[src/uis_pkg.sv]
// package: register map, field layout and carrier types of the usb interrupt status 0 block
package uis_pkg;

  // ==========================================================================
  // bus geometry
  localparam int UIS_ADDR_W = 16;
  localparam int UIS_DATA_W = 8;

  // ==========================================================================
  // register offsets
  localparam logic [15:0] UIS_ADDR_STATUS0 = 16'hFF27;
  localparam logic [15:0] UIS_ADDR_CLEAR0 = 16'hFF30;
  localparam logic [15:0] UIS_ADDR_ENABLE0 = 16'hFF31;
  localparam logic [15:0] UIS_ADDR_SET_TARGET = 16'hFF32;
  localparam logic [15:0] UIS_ADDR_CLEAR_TARGET = 16'hFF33;

  // ==========================================================================
  // status field positions
  localparam int UIS_BIT_BUS_RESET = 7;
  localparam int UIS_BIT_RESUME_SUSPEND = 6;
  localparam int UIS_BIT_SET_REQUEST = 2;
  localparam int UIS_BIT_CLEAR_REQUEST = 1;
  localparam int UIS_BIT_ENDPOINT_STALL = 0;

  // ==========================================================================
  // reset values and masks
  localparam logic [7:0] UIS_STATUS_RESET = 8'h00;
  localparam logic [7:0] UIS_IMPL_MASK = 8'hC7;
  localparam logic [7:0] UIS_ENABLE_RESET = 8'hC7;
  localparam logic [7:0] UIS_RDATA_IDLE = 8'h00;

  // ==========================================================================
  // carriers
  typedef struct packed {
    logic [15:0] addr;
    logic [7:0] wdata;
    logic wr;
    logic rd;
  } uis_bus_s;

  typedef struct packed {
    logic busReset;
    logic suspendEnter;
    logic resumeDetect;
    logic setAccepted;
    logic setIsEndpoint;
    logic clearAccepted;
    logic statusDone;
    logic setupToken;
    logic endpointStall;
    logic fwStall;
  } uis_evt_s;

endpackage : uis_pkg

[src/uis_flag.sv]
// module: one sticky status flag, hardware set wins over software clear
`timescale 1ns/1ps
module uis_flag
  import uis_pkg::*;
#(
  parameter logic RESET_VALUE = 1'b0
) (
  input wire logic clk_sys,
  input wire logic rst,
  input wire logic setEvt,
  input wire logic clrEvt,
  output logic q
);

  // ==========================================================================
  // flag storage
  always_ff @(posedge clk_sys or posedge rst) begin
    if (rst) begin
      q <= RESET_VALUE;
    end else if (setEvt) begin
      q <= 1'b1;
    end else if (clrEvt) begin
      q <= 1'b0;
    end
  end

endmodule : uis_flag

[src/uis_req_tracker.sv]
// module: holds an accepted standard request until its status stage completes
`timescale 1ns/1ps
module uis_req_tracker
  import uis_pkg::*;
(
  input wire logic clk_sys,
  input wire logic rst,
  input wire logic accepted,
  input wire logic tagIn,
  input wire logic statusDone,
  input wire logic setupToken,
  output logic fire,
  output logic tagOut
);

  logic pending;

  // ==========================================================================
  // pending request; a fresh setup token drops an unfinished one
  always_ff @(posedge clk_sys or posedge rst) begin
    if (rst) begin
      pending <= 1'b0;
    end else if (accepted) begin
      pending <= 1'b1;
    end else if (statusDone || setupToken) begin
      pending <= 1'b0;
    end
  end

  always_ff @(posedge clk_sys or posedge rst) begin
    if (rst) begin
      tagOut <= 1'b0;
    end else if (accepted) begin
      tagOut <= tagIn;
    end
  end

  // pulse only once the status stage is over, never at setup time
  always_comb begin
    fire = pending && statusDone && !accepted;
  end

endmodule : uis_req_tracker

[src/uis_top.sv]
// module: usb interrupt status 0 register with clear, enable and interrupt output
`timescale 1ns/1ps
module uis_top
  import uis_pkg::*;
(
  input wire logic clk_sys,
  input wire logic rst,
  input wire uis_bus_s bus,
  output logic [7:0] busRdata,
  input wire uis_evt_s evt,
  input wire logic [7:0] setTarget,
  input wire logic [7:0] clearTarget,
  output logic usbFunctionIrq
);

  // ==========================================================================
  // declarations
  logic [7:0] status;
  logic [7:0] enable;
  logic [7:0] setVec;
  logic [7:0] clrVec;
  logic setFire;
  logic setTag;
  logic clrFire;
  logic clearWrite;
  logic enableWrite;
  logic [7:0] next_rdata;
  logic next_irq;

  // ==========================================================================
  // request trackers
  uis_req_tracker u_set_req (
    .clk_sys(clk_sys),
    .rst(rst),
    .accepted(evt.setAccepted),
    .tagIn(evt.setIsEndpoint),
    .statusDone(evt.statusDone),
    .setupToken(evt.setupToken),
    .fire(setFire),
    .tagOut(setTag)
  );

  uis_req_tracker u_clr_req (
    .clk_sys(clk_sys),
    .rst(rst),
    .accepted(evt.clearAccepted),
    .tagIn(1'b0),
    .statusDone(evt.statusDone),
    .setupToken(evt.setupToken),
    .fire(clrFire),
    .tagOut()
  );

  // ==========================================================================
  // event and clear vectors
  always_comb begin
    setVec = 8'h00;
    setVec[UIS_BIT_BUS_RESET] = evt.busReset;
    setVec[UIS_BIT_RESUME_SUSPEND] = evt.suspendEnter || evt.resumeDetect;
    setVec[UIS_BIT_SET_REQUEST] = setFire;
    setVec[UIS_BIT_CLEAR_REQUEST] = clrFire;
    // no later standard request clears the stall bit
    setVec[UIS_BIT_ENDPOINT_STALL] = evt.endpointStall || evt.fwStall || (setFire && setTag);
  end

  always_comb begin
    clearWrite = bus.wr && (bus.addr == UIS_ADDR_CLEAR0);
    enableWrite = bus.wr && (bus.addr == UIS_ADDR_ENABLE0);
    // a zero written clears; ones leave the bit alone
    clrVec = clearWrite ? ~bus.wdata : 8'h00;
  end

  // ==========================================================================
  // status flags; unimplemented positions stay at zero
  for (genvar i = 0; i < 8; i++) begin : g_flag
    if (UIS_IMPL_MASK[i]) begin : g_impl
      uis_flag #(
        .RESET_VALUE(UIS_STATUS_RESET[i])
      ) u_flag (
        .clk_sys(clk_sys),
        .rst(rst),
        .setEvt(setVec[i]),
        .clrEvt(clrVec[i]),
        .q(status[i])
      );
    end else begin : g_zero
      assign status[i] = 1'b0;
    end
  end

  // ==========================================================================
  // enable register
  always_ff @(posedge clk_sys or posedge rst) begin
    if (rst) begin
      enable <= UIS_ENABLE_RESET;
    end else if (enableWrite) begin
      enable <= bus.wdata & UIS_IMPL_MASK;
    end
  end

  // ==========================================================================
  // interrupt line, one cycle behind the status flags
  always_comb begin
    next_irq = |(status & enable);
  end

  always_ff @(posedge clk_sys or posedge rst) begin
    if (rst) begin
      usbFunctionIrq <= 1'b0;
    end else begin
      usbFunctionIrq <= next_irq;
    end
  end

  // ==========================================================================
  // read path; reads have no side effect on any flag
  always_comb begin
    next_rdata = UIS_RDATA_IDLE;
    if (bus.rd) begin
      case (bus.addr)
        UIS_ADDR_STATUS0: next_rdata = status;
        UIS_ADDR_ENABLE0: next_rdata = enable;
        UIS_ADDR_SET_TARGET: next_rdata = setTarget;
        UIS_ADDR_CLEAR_TARGET: next_rdata = clearTarget;
        default: next_rdata = UIS_RDATA_IDLE;
      endcase
    end
  end

  always_ff @(posedge clk_sys or posedge rst) begin
    if (rst) begin
      busRdata <= UIS_RDATA_IDLE;
    end else begin
      busRdata <= next_rdata;
    end
  end

  // ==========================================================================
  // assertion helpers; clear register is write only, so it counts as unmapped here
  logic rdMapped;

  always_comb begin
    rdMapped = (bus.addr == UIS_ADDR_STATUS0) || (bus.addr == UIS_ADDR_ENABLE0) ||
      (bus.addr == UIS_ADDR_SET_TARGET) || (bus.addr == UIS_ADDR_CLEAR_TARGET);
  end
endmodule : uis_top

[config.mk]
export PLATFORM = sky130hd
export DESIGN_NAME = uis_top
export DESIGN_NICKNAME = d
export VERILOG_FILES = /design/src/uis_pkg.sv /design/src/uis_flag.sv /design/src/uis_req_tracker.sv /design/src/uis_top.sv
export SDC_FILE = /design/constraint.sdc
export NUM_CORES = 1
export LEC_CHECK = 0
export BUFFER_PORTS_ARGS = -buffer_cell sky130_fd_sc_hd__buf_2
export CAP_MARGIN = 5
export CORE_MARGIN = 2
export CORE_UTILIZATION = 25
export DETAILED_ROUTE_END_ITERATION = 12
export SYNTH_ARGS = -nofsm -noshare
export SYNTH_HDL_FRONTEND = slang
export SYNTH_SLANG_ARGS = --single-unit
[constraint.sdc]
create_clock -name clk_sys -period 1 [get_ports clk_sys]
set_clock_uncertainty 0.2 [all_clocks]
set_input_delay 0.15 -clock clk_sys [delete_from_list [all_inputs] [get_ports clk_sys]]
set_output_delay 0.15 -clock clk_sys [all_outputs]
set_load 0.01 [all_outputs]
# ---- Word-level counts from Yosys, hierarchy flattened
# Cells that the tools add are included.
dict set report word_totals {
  reg_bits 22
  in_bits 54
  out_inout_bits 9
  elab_cells 55
}
dict set report classes {
  eq_ne 5
  muxes 16
  n_bitwise 2
  reduce_logical 21
}
# cell n
set op_table {}
lappend op_table {{$eq A16 B16 Y1 const B} 5}
lappend op_table {{$pmux W8 S4} 1}
lappend op_table {{$mux W8} 2}
lappend op_table {{$reduce_bool A2 Y1} 7}
lappend op_table {{$mux W1} 13}
lappend op_table {{$and A8 B8 Y8} 1}
lappend op_table {{$not A8 Y8} 1}
lappend op_table {{$reduce_or A8 Y1} 1}
lappend op_table {{$logic_and A1 B1 Y1} 7}
lappend op_table {{$logic_or A1 B1 Y1} 4}
lappend op_table {{$logic_not A1 Y1} 2}

# ---- Longest topological paths before layout
dict set report logic_depth {
  ltp_word 5
  ltp_mapped 5
  depth_no_buf 4
}

# ---- Modules after synthesis
# Synthesis repeated with hierarchy kept, for this count alone.
dict set report hier_totals {
  cells_unflattened 114
  area_unflattened_um2 1219.9
}
# module instances cells_per_inst area_each_um2 seq_area_each_um2
set modules_own_cells {}
lappend modules_own_cells {uis_top 1 80 837.1 356.6}
lappend modules_own_cells {uis_flag 5 4 40.0 25.0}
lappend modules_own_cells {uis_req_tracker 2 7 91.3 50.0}

# ---- Worst setup path before layout
# No wires, ideal clock.
dict set report synth_timing {
  path_type {input -> register}
  startpoint {in bus[11] in the netlist's numbering}
  endpoint {reg g_flag[0].g_impl.u_flag.q}
  setup_time_ps 134
  arrival_time_ps 1568
  required_ps 666
  path_slack_ps -902
  path_stages 5
  n_path_buf 1
  cell_sequence {or4b_4 -> or4_4 -> buf_6 -> o31ai_4 -> o211ai_1}
}
dict set report synth_via {
  elab_chain_len 4
}
# item line_no
set synth_rtl {}
lappend synth_rtl {{from (decl)} uis_top.sv:8} ;# input wire uis_bus_s bus,
lappend synth_rtl {{$eq A16 B16 Y1} uis_top.sv:67} ;# clearWrite = bus.wr && (bus.addr == UIS_ADDR_CLEAR0);
lappend synth_rtl {{$logic_and A1 B1 Y1} uis_top.sv:67}
lappend synth_rtl {{$mux W8} uis_top.sv:70} ;# clrVec = clearWrite ? ~bus.wdata : 8'h00;
lappend synth_rtl {{$reduce_bool A2 Y1 (no source line)} n/a}
lappend synth_rtl {{to (signal assigned)} uis_flag.sv:19} ;# q <= RESET_VALUE;
lappend synth_rtl {{to (signal assigned)} uis_flag.sv:21} ;# q <= 1'b1;
lappend synth_rtl {{to (signal assigned)} uis_flag.sv:23} ;# q <= 1'b0;
lappend synth_rtl {{to (decl)} uis_flag.sv:12} ;# output logic q
# Every way passes these cells.
# A chain may end at the register's enable or synchronous reset.

# ---- Worst setup path after layout
dict set report layout_timing {
  startpoint {in bus[11] in the netlist's numbering}
  endpoint {reg g_flag[1].g_impl.u_flag.q}
}
dict set report layout_via {
  elab_chain_len 4
}
# item line_no
set layout_rtl {}
lappend layout_rtl {{$eq A16 B16 Y1} uis_top.sv:67}
lappend layout_rtl {{$logic_and A1 B1 Y1} uis_top.sv:67}
lappend layout_rtl {{$mux W8} uis_top.sv:70}
lappend layout_rtl {{$reduce_bool A2 Y1 (no source line)} n/a}
lappend layout_rtl {{to (signal assigned)} uis_flag.sv:19}
lappend layout_rtl {{to (signal assigned)} uis_flag.sv:21}
lappend layout_rtl {{to (signal assigned)} uis_flag.sv:23}
lappend layout_rtl {{to (decl)} uis_flag.sv:12}
# Every way passes these cells.

==> summary.txt <==
Placement
  • PortBufs: between 50 and 60
  • Detailed Place HPWL: roughly 2600 um
  • Dpl cell area: about 1700 um2
  • GP Congestion: 0.803

Setup path
  • Worst Path Arrival: about 1.6 ns
  • CP Buf/Inv Count: 1
  • Crit path kind: primary input to flop
  • Slowest CP cell: or4b_4
  • CP Max Fanout: 5
  • Startpoint type of the worst setup path: primary input
  • Max stage delay on crit path: 0.55 ns
  • Largest delay share family, worst path: simple AND/OR/NAND/NOR gates
  • Crit. End Element: flop
  • CP cell instances: buf_6 -> or4b_4 -> or4_4 -> o31ai_2 -> nand2_1
  • Crit path required time: roughly 0.95 ns

STA
  • Slew at the pin closest to its max-slew limit: ~0.48 ns
  • Fin crit period: around 1.7 ns
  • Slew HR: 67.6%
  • Final Max Tran Viols: 0
  • Hold_ws: -0.118 ns
  • Final worst slack: -0.685 ns
  • Final-report hold violation count: 19
  • Setup violations, final: 29
  • Fin crit share: 168%
  • RSZ-0062 raised after global routing: true
  • Fmax achieved: between 500 and 600 MHz

Final layout
  • Layout area overhead: 69.2%
  • Final Util: a little over two fifths
  • # nets final: 232
  • Commonest non-fill, non-tap cell in the layout: buf_2
  • Most frequent cells in the layout: buf_2, dfrtp_1, buf_4
  • Post-route cell area: 1930 um2
  • Layout cells sized above 1: between 60 and 70%
  • # fillers: about 410
  • Diode count: 0

Floorplanning
  • Die height: around 71 um
  • Core area: around 4400 um2
  • Initial core utilization: about a quarter
  • # rows: 24
  • Io pins: 63
  • Chip Width: roughly 70 um
  • Die area: 5110 um2

Worst hold path
  • Worst min path class: primary input to flop

Status
  • Failing checks: hold timing, setup timing
  • Status: complete, but fails checks

CTS
  • CTS H-tree depth: 1
  • Reg clk slew, reported paths: 0.07 ns
  • Worst-skew pair later-pin latency: between 0.2 and 0.3 ns
  • CTS buffer count: 3
  • CTS tree: yes
  • CTS root buf: clkbuf_8
  • CTS Sinks: 22
  • Maximum clock insertion buffer count: 2

Routing
  • Antenna Nets Post-Route: 0
  • Wire per inst: about 14 um
  • Vias per cell: between 4 and 5
  • Drt total wl: between 3000 and 4000 um
  • Vias post-DR: 1,090
  • Drt drc: 0
  • Initial DRC count: 21
  • Pre-antenna DRT Iters: 4

Synthesis
  • Net Count, Synth: approximately 140
  • Yosys cell types: 31
  • Register bit count reported by yosys: 22
  • Synth Cell Area: around 1100 um2
  • Post-Syn Instances: 90
  • Sequential fraction of the synthesis area: between 40% and 50%
  • Yosys warning count: 0
  • Avg Cell Area, Syn: roughly 13 um2

Power and ir drop
  • Pleak: 0.000894 uW
  • Cell Int Power: between 1000 and 1500 uW
  • Power per cell area: 936 nW/um2
  • Seq pwr share: between 50% and 60%
  • Psw: a little over 400 uW
  • Sw Share: approximately 22%
  • Worst vdd ir: roughly 0.74 mV
  • Combinational share of power: 14.7%
  • Clock power frac: 35.2%

Global routing
  • Gr usage total: 12.8%
  • Vias in the first global route: ~1,100
  • Largest net degree at the start of global routing: 23
  • Number of antenna violations at the first check in global routing: 0
  • Gr ovfl total: 0
  • First-pass GRT wire length: ~5300 um

Job
  • Max cap viols: 0
==> worst min-delay path: cells and delay by family <==
kind | cells | cell delay, ns
buffers and inverters | 1 | 0.08
and+or+nand+nor | 2 | 0.09
==> cell usage after synthesis (all sizes together) <==
cell     number  share of area [%]
o41ai         1               0.77
nand2         7                2.5
nor4          4                5.4
buf           1               0.99
or4b          2                2.1
or3b          1               0.77
nand4bb       3                3.0
nor2b         3                1.6
a21oi         5                2.2
dfrtp        17                 37
or4bb         1               0.99
o21ai         1               0.44
a222oi        1               0.88
mux2          5                4.9
a21o          2                1.3
nand2b        2                1.1
nand4         2                2.2
nor2          3               0.99
a22oi        14                9.2
or4           1               0.99
or2b          1               0.77
nand3b        1               0.66
o31ai         5                6.3
dfstp         5                 12
o211ai        1               0.66
inv           1               0.33
==> power groups by stage <==
stage,Sequential [uW],Clock (uW),Combinational [uW]
6_report,903,636,265
3_3_place_gp,919,0,217
3_5_place_dp,920,0,225
2_1_floorplan,919,0,63.7
4_1_cts,903,654,253
5_1_grt,904,697,290
==> metal layers <==
| metal | routed length [um] | vias up | GRT usage [%] | part of all wire, % |
|---|---|---|---|---|
| li1 | - | 534 | - | - |
| met1 | 1270 | 513 | 15.2 | 39 |
| met2 | 1730 | 37 | 22.6 | 53 |
| met3 | 220 | 6 | 4.50 | 6.8 |
| met4 | 38 | 0 | 2.52 | 1.2 |
| met5 | 0 | - | 0 | 0 |
==> flip-flops by register name (all words and copies together), names as in the netlist <==
| signal | flops |
|---|---|
| g_flag.g_impl.u_flag.q | 5 |
| usbFunctionIrq | 1 |
| u_set_req.pending | 1 |
| busRdata | 8 |
| u_clr_req.pending | 1 |
| enable | 5 |
| u_set_req.tagOut | 1 |
==> kinds of logic after synthesis <==
kind of cell	count (synthesis)	synth area share, %
simple gates	31	23.1
compound gates	30	21.8
flops	22	48.9
mux	5	4.94
buf+inv	2	1.32
==> cell type report <==
type	count	area, um2	area share (%)
multi-input cells	66	704	36.6
clock buffers	4	55.1	2.86
flip-flops and latches	22	557	28.9
repair buffers	84	542	28.1
well taps	52	65.1	3.38
inverters	1	3.75	0.195
==> through the flow <==
stage / TNS [ns] / instances / worst slack [ns] / total power, uW
finish: -11.19 / 229 / -0.685 / 1800
global route: -12.02 / 229 / -0.711 / 1890
CTS: -11.25 / 226 / -0.683 / 1810
detailed placement: -15.83 / 219 / -0.971 / 1140
global placement: -15.53 / 219 / -0.926 / 1140
floorplan: -12.78 / 90 / -0.833 / 983
==> final timing paths <==
check / cells after the start / slack, ns / from / to
worst max-delay path: 5 / -0.68 / bus[11] / g_flag[1].g_impl.u_flag.q
worst min-delay path: 3 / -0.12 / evt[8] / g_flag[6].g_impl.u_flag.q
worst max register to register: 2 / -0.16 / g_flag[6].g_impl.u_flag.q / usbFunctionIrq
worst min register to register: 2 / 0.28 / u_set_req.tagOut / u_set_req.tagOut
max in group asynchronous: 4 / 0.13 / rst / enable[0]
min in group asynchronous: 4 / 0.24 / rst / busRdata[2]
==> repair_timing <==
item	4_1_cts	5_1_grt
setup buffers	1	3
endpoints found under the hold margin	41	19
hold buffers	3	1
pin swaps	9	4
setup endpoints to repair	28	28
gates resized for setup	17	9
Power figures use the tool's default switching activity.
